### src/hdl/lacb_pkg.sv
// Package for the limit and alert configuration bank.
// Assumes a single 100 MHz clock and word-wide register access by the host logic.
`default_nettype none
package lacb_pkg;
   localparam int          DATA_W         = 16;
   localparam int          ADDR_W         = 8;
   localparam int          SHUNT_W        = 10;
   localparam int          CODE_W         = 4;

   // Register pointers
   localparam logic [7:0]  ADDR_BUS_LOW_WARN  = 8'h10;
   localparam logic [7:0]  ADDR_POWER_OVL     = 8'h11;
   localparam logic [7:0]  ADDR_BUS_HIGH_OVL  = 8'h12;
   localparam logic [7:0]  ADDR_BUS_LOW_OVL   = 8'h13;
   localparam logic [7:0]  ADDR_CRIT_POS      = 8'h14;
   localparam logic [7:0]  ADDR_CRIT_NEG      = 8'h15;
   localparam logic [7:0]  ADDR_SCALE_CAL     = 8'h16;

   // Reset values
   localparam logic [15:0] RST_WORD           = 16'h0000;

   // Field positions
   localparam int          BUS_FIELD_LSB      = 3;
   localparam int          BUS_FIELD_MSB      = 15;
   localparam int          OVL_POL_BIT        = 1;
   localparam int          OVL_LATCH_BIT      = 0;
   localparam int          THR_MSB            = 15;
   localparam int          THR_LSB            = 8;
   localparam int          AUX_READ_BIT       = 7;
   localparam int          AUX_MODE_MSB       = 6;
   localparam int          AUX_MODE_LSB       = 5;
   localparam int          CRIT_POL_BIT       = 4;
   localparam int          HYST_MSB           = 3;
   localparam int          HYST_LSB           = 1;
   localparam int          CRIT_LATCH_BIT     = 0;
   localparam int          FILT_MSB           = 7;
   localparam int          FILT_LSB           = 4;
   localparam int          WDLY_MSB           = 3;
   localparam int          WDLY_LSB           = 0;
   localparam int          SCALE_MSB          = 15;
   localparam int          SCALE_LSB          = 1;
   localparam logic [15:0] SCALE_WMASK        = 16'hfffe;

   // Hysteresis step in mV per code
   localparam int          HYST_STEP_MV       = 2;

   // Timing
   localparam int          CLK_PERIOD_NS      = 10;
   localparam int          FILT_STEP_US       = 64;
   localparam int          WDLY_STEP_MS       = 100;
   localparam int          FILT_STEP_CYC      = (FILT_STEP_US * 1000) / CLK_PERIOD_NS;
   localparam int          WDLY_STEP_CYC      = (WDLY_STEP_MS * 1000000) / CLK_PERIOD_NS;

   typedef enum logic [1:0] {
      LACB_AUX_IN0  = 2'b00,
      LACB_AUX_IN1  = 2'b01,
      LACB_AUX_LOW  = 2'b10,
      LACB_AUX_HIGH = 2'b11
   } lacb_aux_mode_t;
endpackage
`default_nettype wire

### src/hdl/lacb_bank.sv
// Limit and alert configuration registers with the comparators they steer.
// Assumes host logic presents word writes/reads and measurement results with a valid strobe.
`default_nettype none
// Notes on behaviour
// - Bus result below warning limit sets warning flag and, if enabled, the warning pin.
// - Power result above power limit sets its flag and, if enabled, over-limit pin.
// - Bus result above high limit sets its flag and, if enabled, over-limit pin.
// - Bus result below low over-limit sets its flag and, if enabled, over-limit pin.
// - Over-limit polarity bit: one asserts high, zero asserts low, default zero.
// - Over-limit latch bit: one latches, zero transparent, default zero.
// - Positive critical threshold is an unsigned byte in millivolts.
// - Readback bit shows the present aux pin level.
// - Aux mode: 00/01 released input, 10 drives low, 11 drives high.
// - Critical open-drain polarity: one active high, zero active low.
// - Hysteresis equals the three-bit code times two millivolts.
// - Critical latch bit: one latches, zero transparent, default zero.
// - Negative critical threshold is a byte magnitude below zero in millivolts.
// - Critical filter time equals code times 64 microseconds.
// - Warning pin assertion delayed by code times 100 milliseconds.
// - Calibration bit zero reads zero and ignores writes.
// - Stored calibration value drives current and power scaling.
// - The warning delay applies to warning pin assertion from limit comparisons.
module lacb_bank #(
   parameter int FILT_CYC = lacb_pkg::FILT_STEP_CYC,
   parameter int WDLY_CYC = lacb_pkg::WDLY_STEP_CYC
) (
   input  wire logic                              i_clk,
   input  wire logic                              i_rst,
   input  wire logic                              i_reg_wr,
   input  wire logic                              i_reg_rd,
   input  wire logic [lacb_pkg::ADDR_W-1:0]       i_reg_addr,
   input  wire logic [lacb_pkg::DATA_W-1:0]       i_reg_wdata,
   output logic      [lacb_pkg::DATA_W-1:0]       o_reg_rdata,
   input  wire logic                              i_meas_valid,
   input  wire logic [lacb_pkg::DATA_W-1:0]       i_bus_result,
   input  wire logic [lacb_pkg::DATA_W-1:0]       i_power_result,
   input  wire logic signed [lacb_pkg::SHUNT_W-1:0] i_shunt_mv,
   input  wire logic                              i_warn_output_enable,
   input  wire logic                              i_overlimit_output_enable,
   input  wire logic                              i_warn_polarity,
   input  wire logic                              i_clr_bus_low_warn,
   input  wire logic                              i_clr_power_ovl,
   input  wire logic                              i_clr_bus_high_ovl,
   input  wire logic                              i_clr_bus_low_ovl,
   input  wire logic                              i_clr_critical,
   input  wire logic                              i_aux_pin,
   output logic                                   o_aux_pin_o,
   output logic                                   o_aux_pin_oe,
   output logic                                   o_bus_low_warn_flag,
   output logic                                   o_power_ovl_flag,
   output logic                                   o_bus_high_overlimit_flag,
   output logic                                   o_bus_low_overlimit_flag,
   output logic                                   o_critical_flag,
   output logic                                   o_warn_pin,
   output logic                                   o_overlimit_pin,
   output logic                                   o_crit_pin_o,
   output logic                                   o_crit_pin_oe,
   output logic      [14:0]                       o_scale_value
);
   import lacb_pkg::*;

   localparam int TH_W = SHUNT_W + 1;

   function automatic logic [12:0] bus_field(input logic [15:0] w);
      bus_field = w[BUS_FIELD_MSB:BUS_FIELD_LSB];
   endfunction

   function automatic logic signed [TH_W-1:0] mv_ext(input logic [7:0] b);
      mv_ext = $signed({{(TH_W-8){1'b0}}, b});
   endfunction

   // Register storage
   logic [15:0] bus_low_warn_limit_q;
   logic [15:0] power_overlimit_value_q;
   logic [15:0] bus_high_overlimit_cfg_q;
   logic [15:0] bus_low_overlimit_value_q;
   logic [15:0] critical_positive_cfg_q;
   logic [15:0] critical_negative_cfg_q;
   logic [15:0] scale_calibration_q;
   logic        aux_level_q;

   // Field views
   logic [12:0] bus_low_warn_field;
   logic [15:0] power_overlimit_field;
   logic [12:0] bus_high_overlimit_field;
   logic [12:0] bus_low_overlimit_field;
   logic        overlimit_polarity;
   logic        overlimit_latch_select;
   logic [7:0]  critical_pos_threshold;
   logic [7:0]  critical_neg_threshold;
   logic [1:0]  aux_pin_mode;
   logic        critical_polarity;
   logic [2:0]  critical_hysteresis;
   logic        critical_latch_select;
   logic [3:0]  critical_filter_time;
   logic [3:0]  warn_delay_time;

   assign bus_low_warn_field       = bus_field(bus_low_warn_limit_q);
   assign power_overlimit_field    = power_overlimit_value_q;
   assign bus_high_overlimit_field = bus_field(bus_high_overlimit_cfg_q);
   assign bus_low_overlimit_field  = bus_field(bus_low_overlimit_value_q);
   assign overlimit_polarity       = bus_high_overlimit_cfg_q[OVL_POL_BIT];
   assign overlimit_latch_select   = bus_high_overlimit_cfg_q[OVL_LATCH_BIT];
   assign critical_pos_threshold   = critical_positive_cfg_q[THR_MSB:THR_LSB];
   assign critical_neg_threshold   = critical_negative_cfg_q[THR_MSB:THR_LSB];
   assign aux_pin_mode             = critical_positive_cfg_q[AUX_MODE_MSB:AUX_MODE_LSB];
   assign critical_polarity        = critical_positive_cfg_q[CRIT_POL_BIT];
   assign critical_hysteresis      = critical_positive_cfg_q[HYST_MSB:HYST_LSB];
   assign critical_latch_select    = critical_positive_cfg_q[CRIT_LATCH_BIT];
   assign critical_filter_time     = critical_negative_cfg_q[FILT_MSB:FILT_LSB];
   assign warn_delay_time          = critical_negative_cfg_q[WDLY_MSB:WDLY_LSB];

   // Write decode
   logic wr_warn, wr_pov, wr_bho, wr_blo, wr_cpos, wr_cneg, wr_cal;
   assign wr_warn = i_reg_wr && (i_reg_addr == ADDR_BUS_LOW_WARN);
   assign wr_pov  = i_reg_wr && (i_reg_addr == ADDR_POWER_OVL);
   assign wr_bho  = i_reg_wr && (i_reg_addr == ADDR_BUS_HIGH_OVL);
   assign wr_blo  = i_reg_wr && (i_reg_addr == ADDR_BUS_LOW_OVL);
   assign wr_cpos = i_reg_wr && (i_reg_addr == ADDR_CRIT_POS);
   assign wr_cneg = i_reg_wr && (i_reg_addr == ADDR_CRIT_NEG);
   assign wr_cal  = i_reg_wr && (i_reg_addr == ADDR_SCALE_CAL);

   always_ff @(posedge i_clk or posedge i_rst) begin
      if (i_rst) begin
         bus_low_warn_limit_q      <= RST_WORD;
         power_overlimit_value_q   <= RST_WORD;
         bus_high_overlimit_cfg_q  <= RST_WORD;
         bus_low_overlimit_value_q <= RST_WORD;
         critical_positive_cfg_q   <= RST_WORD;
         critical_negative_cfg_q   <= RST_WORD;
         scale_calibration_q       <= RST_WORD;
      end else begin
         if (wr_warn) bus_low_warn_limit_q      <= i_reg_wdata;
         if (wr_pov)  power_overlimit_value_q   <= i_reg_wdata;
         if (wr_bho)  bus_high_overlimit_cfg_q  <= i_reg_wdata;
         if (wr_blo)  bus_low_overlimit_value_q <= i_reg_wdata;
         if (wr_cpos) critical_positive_cfg_q   <= i_reg_wdata;
         if (wr_cneg) critical_negative_cfg_q   <= i_reg_wdata;
         if (wr_cal)  scale_calibration_q       <= i_reg_wdata & SCALE_WMASK;
      end
   end

   // Aux pin level sampled every clock, so readback follows the pin after reset
   always_ff @(posedge i_clk or posedge i_rst) begin
      if (i_rst) aux_level_q <= 1'b0;
      else       aux_level_q <= i_aux_pin;
   end

   // Read path
   logic [15:0] rd_mux;
   logic [15:0] crit_pos_read;
   assign crit_pos_read = {critical_positive_cfg_q[15:8], aux_level_q, critical_positive_cfg_q[6:0]};
   always_comb begin
      case (i_reg_addr)
         ADDR_BUS_LOW_WARN: rd_mux = bus_low_warn_limit_q;
         ADDR_POWER_OVL:    rd_mux = power_overlimit_value_q;
         ADDR_BUS_HIGH_OVL: rd_mux = bus_high_overlimit_cfg_q;
         ADDR_BUS_LOW_OVL:  rd_mux = bus_low_overlimit_value_q;
         ADDR_CRIT_POS:     rd_mux = crit_pos_read;
         ADDR_CRIT_NEG:     rd_mux = critical_negative_cfg_q;
         ADDR_SCALE_CAL:    rd_mux = scale_calibration_q & SCALE_WMASK;
         default:           rd_mux = RST_WORD;
      endcase
   end

   always_ff @(posedge i_clk or posedge i_rst) begin
      if (i_rst)         o_reg_rdata <= RST_WORD;
      else if (i_reg_rd) o_reg_rdata <= rd_mux;
   end

   // Calibration word toward the measurement engine
   assign o_scale_value = scale_calibration_q[SCALE_MSB:SCALE_LSB];

   // Aux pin drive
   assign o_aux_pin_oe = (aux_pin_mode == LACB_AUX_LOW) || (aux_pin_mode == LACB_AUX_HIGH);
   assign o_aux_pin_o  = (aux_pin_mode == LACB_AUX_HIGH);

   // Limit comparisons, evaluated on each new measurement
   logic warn_cmp, pov_cmp, bho_cmp, blo_cmp;
   assign warn_cmp = bus_field(i_bus_result) < bus_low_warn_field;
   assign pov_cmp  = i_power_result > power_overlimit_field;
   assign bho_cmp  = bus_field(i_bus_result) > bus_high_overlimit_field;
   assign blo_cmp  = bus_field(i_bus_result) < bus_low_overlimit_field;

   logic warn_cond_q, ovl_cond_q;
   always_ff @(posedge i_clk or posedge i_rst) begin
      if (i_rst) begin
         warn_cond_q <= 1'b0;
         ovl_cond_q  <= 1'b0;
      end else if (i_meas_valid) begin
         warn_cond_q <= warn_cmp;
         ovl_cond_q  <= pov_cmp || bho_cmp || blo_cmp;
      end
   end

   // Sticky status flags; a new set wins over a same-cycle clear
   always_ff @(posedge i_clk or posedge i_rst) begin
      if (i_rst) begin
         o_bus_low_warn_flag       <= 1'b0;
         o_power_ovl_flag          <= 1'b0;
         o_bus_high_overlimit_flag <= 1'b0;
         o_bus_low_overlimit_flag  <= 1'b0;
      end else begin
         o_bus_low_warn_flag       <= (i_meas_valid && warn_cmp) || (o_bus_low_warn_flag && !i_clr_bus_low_warn);
         o_power_ovl_flag          <= (i_meas_valid && pov_cmp) || (o_power_ovl_flag && !i_clr_power_ovl);
         o_bus_high_overlimit_flag <= (i_meas_valid && bho_cmp) ||
                                      (o_bus_high_overlimit_flag && !i_clr_bus_high_ovl);
         o_bus_low_overlimit_flag  <= (i_meas_valid && blo_cmp) ||
                                      (o_bus_low_overlimit_flag && !i_clr_bus_low_ovl);
      end
   end

   // Warning pin with programmable assertion delay
   logic warn_qual;
   lacb_qual_timer #(
      .STEP_CYC (WDLY_CYC),
      .CNT_W    (24)
   ) u_warn_delay (
      .i_clk  (i_clk),
      .i_rst  (i_rst),
      .i_cond (warn_cond_q),
      .i_code (warn_delay_time),
      .o_qual (warn_qual)
   );

   logic warn_active;
   assign warn_active = i_warn_output_enable && warn_qual;

   // Over-limit pin: latched form follows the sticky flags until cleared
   logic ovl_flags_any, ovl_active;
   assign ovl_flags_any = o_power_ovl_flag || o_bus_high_overlimit_flag || o_bus_low_overlimit_flag;
   assign ovl_active    = i_overlimit_output_enable &&
                          (overlimit_latch_select ? ovl_flags_any : ovl_cond_q);

   // Critical comparator with hysteresis
   logic signed [TH_W-1:0] shunt_x, pos_thr, neg_thr, hyst_mv;
   logic                   crit_raw_q, crit_trip, crit_hold;
   assign shunt_x   = TH_W'(i_shunt_mv);
   assign pos_thr   = mv_ext(critical_pos_threshold);
   assign neg_thr   = -mv_ext(critical_neg_threshold);
   assign hyst_mv   = $signed(TH_W'(critical_hysteresis) * TH_W'(HYST_STEP_MV));
   assign crit_trip = (shunt_x > pos_thr) || (shunt_x < neg_thr);
   assign crit_hold = (shunt_x > (pos_thr - hyst_mv)) || (shunt_x < (neg_thr + hyst_mv));

   always_ff @(posedge i_clk or posedge i_rst) begin
      if (i_rst) crit_raw_q <= 1'b0;
      else       crit_raw_q <= crit_raw_q ? crit_hold : crit_trip;
   end

   logic crit_filt;
   lacb_qual_timer #(
      .STEP_CYC (FILT_CYC),
      .CNT_W    (16)
   ) u_crit_filter (
      .i_clk  (i_clk),
      .i_rst  (i_rst),
      .i_cond (crit_raw_q),
      .i_code (critical_filter_time),
      .o_qual (crit_filt)
   );

   always_ff @(posedge i_clk or posedge i_rst) begin
      if (i_rst) o_critical_flag <= 1'b0;
      else       o_critical_flag <= crit_filt || (o_critical_flag && !i_clr_critical);
   end

   logic crit_active;
   assign crit_active = critical_latch_select ? o_critical_flag : crit_filt;

   // Pin outputs, registered except o_crit_pin_o, which is tied low
   logic crit_level;
   assign crit_level = crit_active ? critical_polarity : !critical_polarity;

   always_ff @(posedge i_clk or posedge i_rst) begin
      if (i_rst) begin
         o_warn_pin      <= 1'b1;
         o_overlimit_pin <= 1'b1;
         o_crit_pin_oe   <= 1'b0;
      end else begin
         o_warn_pin      <= warn_active ? i_warn_polarity : !i_warn_polarity;
         o_overlimit_pin <= ovl_active ? overlimit_polarity : !overlimit_polarity;
         o_crit_pin_oe   <= !crit_level;
      end
   end
   assign o_crit_pin_o = 1'b0;

   // Checks
   property p_warn_flag;
      @(posedge i_clk) disable iff (i_rst)
      i_meas_valid && warn_cmp |=> o_bus_low_warn_flag;
   endproperty
   a_warn_flag: assert property (p_warn_flag) else $error("warning flag not set");

   property p_power_flag;
      @(posedge i_clk) disable iff (i_rst)
      i_meas_valid && (i_power_result > power_overlimit_value_q) |=> o_power_ovl_flag;
   endproperty
   a_power_flag: assert property (p_power_flag) else $error("power flag not set");

   property p_high_flag;
      @(posedge i_clk) disable iff (i_rst)
      i_meas_valid && (i_bus_result[15:3] > bus_high_overlimit_cfg_q[15:3]) |=> o_bus_high_overlimit_flag;
   endproperty
   a_high_flag: assert property (p_high_flag) else $error("bus high flag not set");

   property p_low_flag;
      @(posedge i_clk) disable iff (i_rst)
      i_meas_valid && (i_bus_result[15:3] < bus_low_overlimit_value_q[15:3]) |=> o_bus_low_overlimit_flag;
   endproperty
   a_low_flag: assert property (p_low_flag) else $error("bus low flag not set");

   property p_ovl_polarity;
      @(posedge i_clk) disable iff (i_rst)
      i_overlimit_output_enable && !overlimit_latch_select && ovl_cond_q && !wr_bho
         |=> o_overlimit_pin == bus_high_overlimit_cfg_q[1];
   endproperty
   a_ovl_polarity: assert property (p_ovl_polarity) else $error("over-limit pin level wrong");

   property p_ovl_latch_hold;
      @(posedge i_clk) disable iff (i_rst)
      i_overlimit_output_enable && overlimit_latch_select && ovl_flags_any && !wr_bho
         |=> o_overlimit_pin == overlimit_polarity;
   endproperty
   a_ovl_latch_hold: assert property (p_ovl_latch_hold) else $error("latched over-limit dropped");

   property p_aux_drive;
      @(posedge i_clk) disable iff (i_rst)
      critical_positive_cfg_q[6] |-> o_aux_pin_oe && (o_aux_pin_o == critical_positive_cfg_q[5]);
   endproperty
   a_aux_drive: assert property (p_aux_drive) else $error("aux pin drive mismatch");

   property p_aux_read;
      @(posedge i_clk) disable iff (i_rst)
      i_reg_rd && (i_reg_addr == ADDR_CRIT_POS) ##1 !i_rst |-> o_reg_rdata[7] == $past(aux_level_q);
   endproperty
   a_aux_read: assert property (p_aux_read) else $error("aux readback mismatch");

   property p_cal_void;
      @(posedge i_clk) disable iff (i_rst)
      i_reg_rd && (i_reg_addr == ADDR_SCALE_CAL) |=> o_reg_rdata[0] == 1'b0;
   endproperty
   a_cal_void: assert property (p_cal_void) else $error("calibration bit zero read as one");

   property p_cal_out;
      @(posedge i_clk) disable iff (i_rst)
      wr_cal |=> o_scale_value == $past(i_reg_wdata[15:1]);
   endproperty
   a_cal_out: assert property (p_cal_out) else $error("calibration value not forwarded");

   property p_crit_trip;
      @(posedge i_clk) disable iff (i_rst)
      (shunt_x > pos_thr) |=> crit_raw_q;
   endproperty
   a_crit_trip: assert property (p_crit_trip) else $error("critical comparator missed trip");

   property p_crit_pin;
      @(posedge i_clk) disable iff (i_rst)
      crit_active && !critical_polarity && !wr_cpos |=> o_crit_pin_oe;
   endproperty
   a_crit_pin: assert property (p_crit_pin) else $error("active-low critical pin not pulled");
endmodule
`default_nettype wire

### src/hdl/lacb_qual_timer.sv
// Qualifying delay: output rises once the condition has held code x step cycles.
// Assumes i_cond is a registered level; output falls the cycle after it drops.
`default_nettype none
module lacb_qual_timer #(
   parameter int STEP_CYC = 6400,
   parameter int CNT_W    = 24
) (
   input  wire logic                      i_clk,
   input  wire logic                      i_rst,
   input  wire logic                      i_cond,
   input  wire logic [lacb_pkg::CODE_W-1:0] i_code,
   output logic                           o_qual
);
   import lacb_pkg::*;

   localparam logic [CNT_W-1:0] STEP_LAST = CNT_W'(STEP_CYC - 1);

   logic [CNT_W-1:0]  pre_q;
   logic [CODE_W-1:0] steps_q;
   logic              done;
   logic              tick;

   assign done = (steps_q == i_code);
   assign tick = (pre_q == STEP_LAST);

   always_ff @(posedge i_clk or posedge i_rst) begin
      if (i_rst) begin
         pre_q   <= '0;
         steps_q <= '0;
         o_qual  <= 1'b0;
      end else if (!i_cond) begin
         pre_q   <= '0;
         steps_q <= '0;
         o_qual  <= 1'b0;
      end else if (done) begin
         o_qual  <= 1'b1;
      end else if (tick) begin
         pre_q   <= '0;
         steps_q <= steps_q + CODE_W'(1);
      end else begin
         pre_q   <= pre_q + CNT_W'(1);
      end
   end

   property p_qual_needs_cond;
      @(posedge i_clk) disable iff (i_rst)
      $rose(o_qual) |-> $past(i_cond) && $past(done);
   endproperty
   a_qual_needs_cond: assert property (p_qual_needs_cond) else $error("qualified without held condition");

   property p_qual_drops;
      @(posedge i_clk) disable iff (i_rst)
      !i_cond |=> !o_qual;
   endproperty
   a_qual_drops: assert property (p_qual_drops) else $error("qualified output outlived its condition");
endmodule
`default_nettype wire

### config.mk
export PLATFORM = sky130hd
export DESIGN_NAME = lacb_bank
export DESIGN_NICKNAME = d
export VERILOG_FILES = /design/src/hdl/lacb_pkg.sv /design/src/hdl/lacb_bank.sv /design/src/hdl/lacb_qual_timer.sv
export SDC_FILE = /design/constraint.sdc
export NUM_CORES = 1
export LEC_CHECK = 0
export BUFFER_PORTS_ARGS = -buffer_cell sky130_fd_sc_hd__buf_2
export CAP_MARGIN = 40
export CORE_MARGIN = 2
export CORE_UTILIZATION = 40
export CTS_BUF_LIST = sky130_fd_sc_hd__clkbuf_8
export DETAILED_ROUTE_END_ITERATION = 6
export REMOVE_ABC_BUFFERS = 1
export SLEW_MARGIN = 20
export SYNTH_ARGS = -nofsm -noshare
export SYNTH_HDL_FRONTEND = slang
export SYNTH_SLANG_ARGS = --single-unit
### constraint.sdc
create_clock -name i_clk -period 6 [get_ports i_clk]
set_input_delay 0.3 -clock i_clk [delete_from_list [all_inputs] [get_ports i_clk]]
set_output_delay 0.3 -clock i_clk [all_outputs]
set_load 0.05 [all_outputs]
==> flow_summary_export.csv <==
group,metric,value,unit
grt,antenna_found_initial,1,
worst_setup_path,rr_worst_depth,12,
floorplan,fp.dieW,172,um
pwr,switchingPower,903,uW
grt,grt_first_pass_wirelength,46.7,mm
flow_run,cap_violations,0,
yosys,synth_cell_types,73,
worst_setup_path,path_class,"reg2reg",
cts,clk_pin_slew_worst_paths,0.10,ns
pwr,irDropWorstVdd,0.250,mV
final_layout,fin_area,12800,um2
yosys,synth_enable_flop_cells,0,
worst_setup_path,critPathLaunchType,"register",
final_layout,drive_gt1_share,22.2,%
worst_setup_path,ff2ff_setup_slack,2.43,ns
timing,layout_min_cycle_time,3.57,ns
pwr,switching_share,30.8,%
timing,slew_headroom,52.0,%
placement,numPortBuffers,117,
routing,drc_errors,0,
final_layout,final_cell_mix,"186 x dfrtp_1, 118 x buf_2, 103 x inv_1",
pwr,clockPowerShare,32.2,%
timing,hold_viol,0,
cts,cts-buffers-inserted,17,
timing,fin_worst_skew,0.0148,ns
worst_setup_path,crit_arrival,3.94,ns
floorplan,fp.dieH,172,um
floorplan,start_util,40.5,%
timing,tightest_slew,0.714,ns
final_layout,layout_commonest_cell,"dfrtp_1",
timing,setup_viol,0,
yosys,synth_top_flop_cell,"dfrtp_1",
pwr,p_seq_share,47.6,%
final_layout,fillers,2713,
pwr,p_comb_share,20.1,%
cts,insertion_delay,0.48,ns
timing,setup_ws,2.43,ns
final_layout,fin_nets,1406,
cts,root_buffer,"clkbuf_8",
timing,slew_violations,0,
worst_setup_path,crit_path_max_fanout,5,
floorplan,ios,122,
timing,finalCritPeriodShare,59.6,%
worst_setup_path,reg2reg_from,"critical_positive_cfg_q[2]$_DFFE_PP0P_",
yosys,async_flop_share,100,%
run_status,status,"complete, no violations",
cts,cts.path.max_buffers,2,
routing,drtIter0Drc,557,
yosys,synthCells,1097,
cts,cts_resized,0,
grt,grt_pass1_vias,8349,
routing,routed_via_density,5.35,
routing,dr.pass1.iters,7,
timing,fmax,280,MHz
yosys,synth.ff_latch_count,188,
cts,tritoncts,"yes",
pwr,p_int,2030,uW
routing,maxUsedRoutingLayer,"met4",
pwr,power.density,228,nW/um2
worst_setup_path,crit_path_end_kind,"register",
routing,postRouteAntennaNets,0,
routing,route.met3.wl,1.41,mm
floorplan,die_area,29500,um2
routing,met2WireLength,13.8,mm
routing,wl_per_cell,18.5,um
worst_setup_path,required,6.36,ns
placement,dp.cells,1574,
timing,setup_tns,0,ns
routing,wl,29.8,mm
routing,m1WireLength,14.1,mm
hold_path,worstHoldPathCells,3,
final_layout,syn_to_final_growth,14.1,%
placement,place_congestion,0.836,
timing,rsz0062_at_grt,"no",
hold_path,hold_class,"in2reg",
pwr,p_leak,0.00612,uW
floorplan,row_count,61,
grt,grt_use_total,20.6,%
yosys,avgSynthCellArea,10.3,um2
worst_setup_path,r2r_end,"crit_raw_q$_DFF_PP0_",
placement,post_dp_cell_area,12300,um2
hold_path,worstHoldStart,"i_warn_output_enable",
yosys,syn_area,11300,um2
floorplan,core_area,27800,um2
hold_path,min_to,"o_warn_pin$_DFF_PP1_",
yosys,ys_seq_area_share,41.8,%
routing,vias,8628,
yosys,ys_warn_count,0,
grt,grt_max_degree,102,
grt,grt_remaining_overflow,0,
final_layout,layoutNonFillerInstCount,1613,
cts,cts_sinks,188,
placement,dpl_worst_slack,2.52,ns
cts,htree_num_levels,4,
placement,dpl.hpwl,22.4,mm
flip-flops by register name, indices dropped and copies added, names as in the netlist, 4 cells and up:
register / count
power_overlimit_field: 16
u_warn_delay.steps_q: 4
critical_positive_cfg_q: 15
o_reg_rdata: 16
critical_negative_cfg_q: 16
u_crit_filter.steps_q: 4
u_warn_delay.pre_q: 24
scale_calibration_q: 15
bus_low_warn_limit_q: 16
u_crit_filter.pre_q: 16
bus_high_overlimit_cfg_q: 16
bus_low_overlimit_value_q: 16
power by group through the flow:
stage | Clock, uW | Combinational, uW | Sequential [uW]
floorplan | 0 | 347 | 1450
global placement | 0 | 571 | 1420
detailed placement | 0 | 588 | 1420
CTS | 969 | 593 | 1400
global route | 1020 | 665 | 1410
finish | 944 | 590 | 1400
metrics by stage:
step	hold WS, ns	total power [uW]	utilization (%)
CTS	0.0277	2960	46.1
detailed placement	0.284	2010	44.4
global route	0.0398	3090	46.2
floorplan	0.331	1800	-
finish	0.0480	2930	46.2
global placement	0.410	1990	44.1
worst max-delay path by stage:
stage               slack, ns  cells after the start                                   start                    end
finish                   2.43                     12  critical_positive_cfg_q[2]$_DFFE_PP0P_   crit_raw_q$_DFF_PP0_
global route             2.26                     13  critical_positive_cfg_q[1]$_DFFE_PP0P_   crit_raw_q$_DFF_PP0_
CTS                      2.46                     12  critical_positive_cfg_q[2]$_DFFE_PP0P_   crit_raw_q$_DFF_PP0_
detailed placement       2.52                     12  critical_positive_cfg_q[2]$_DFFE_PP0P_   crit_raw_q$_DFF_PP0_
global placement         2.58                     12  critical_positive_cfg_q[2]$_DFFE_PP0P_   crit_raw_q$_DFF_PP0_
floorplan                0.59                      1                                   i_rst  aux_level_q$_DFF_PP0_
critical path: stages (launching register included):
cell       delay [ns]
dfrtp_1          0.49
inv_1            0.13
ha_1             0.30
a21o_1           0.17
a21o_1           0.19
or3_1            0.35
or3_1            0.38
ha_1             0.31
a211oi_1         0.30
o21ai_0          0.15
o311ai_0         0.31
o2111ai_1        0.17
o22a_1           0.21
logic make-up (layout without fill, tap and decap cells):
family / count (synthesis) / count (layout) / synth area share (%)
flip-flops: 188 / 188 / 41.8
other: 1 / 2 / 0.0333
buffers and inverters: 137 / 274 / 4.95
AND/OR/NAND/NOR: 298 / 298 / 13.9
XOR/XNOR: 64 / 64 / 4.98
adder cells (fa/ha/maj): 104 / 104 / 11.7
multiplexers: 109 / 109 / 11.1
AO/OA/AOI/OAI: 196 / 196 / 11.5
cell usage after synthesis (8+ instances only):
master | number | area (um2)
and2_1 | 10 | 62.6
nor4_1 | 10 | 62.6
mux2_4 | 10 | 150
o22ai_1 | 15 | 93.8
nor2b_1 | 8 | 50.1
nand2_1 | 82 | 308
clkbuf_1 | 19 | 71.3
o21ai_0 | 43 | 215
a21o_1 | 23 | 173
nand2b_1 | 8 | 50.1
inv_1 | 104 | 390
mux2_2 | 77 | 867
a22oi_1 | 12 | 90.1
xnor2_1 | 26 | 228
nand3_1 | 34 | 170
dfrtp_1 | 186 | 4650
and3_1 | 15 | 93.8
xor2_1 | 38 | 333
nor2_1 | 59 | 221
nor3_1 | 13 | 65.1
a222oi_1 | 9 | 90.1
mux2i_1 | 9 | 90.1
ha_1 | 102 | 1280
mux2_1 | 13 | 146
nand4_1 | 22 | 138
a21oi_1 | 43 | 215
routing by layer:
layer,up-vias,global-route usage (%)
met5,-,0
met4,0,5.22
met3,28,4.37
met2,185,33.0
met1,4269,28.5
li1,4146,-
what timing repair did:
action                                 4_1_cts  5_1_grt
endpoints found under the hold margin       27        0
setup buffers                                0        0
setup endpoints to repair                    0        0
hold buffers                                 5        0
area by class of cell:
class                      instances  area (um2)  share of cell area, %
antenna                            1        2.50                 0.0195
multi-input combinational        772        6010                   46.8
timing repair buffer             139         816                   6.35
clock inverter                    13         189                   1.47
inverter                         104         398                   3.10
tap                              378         473                   3.68
clock buffer                      18         248                   1.93
sequential                       188        4710                   36.7
Power figures use the tool's default switching activity.
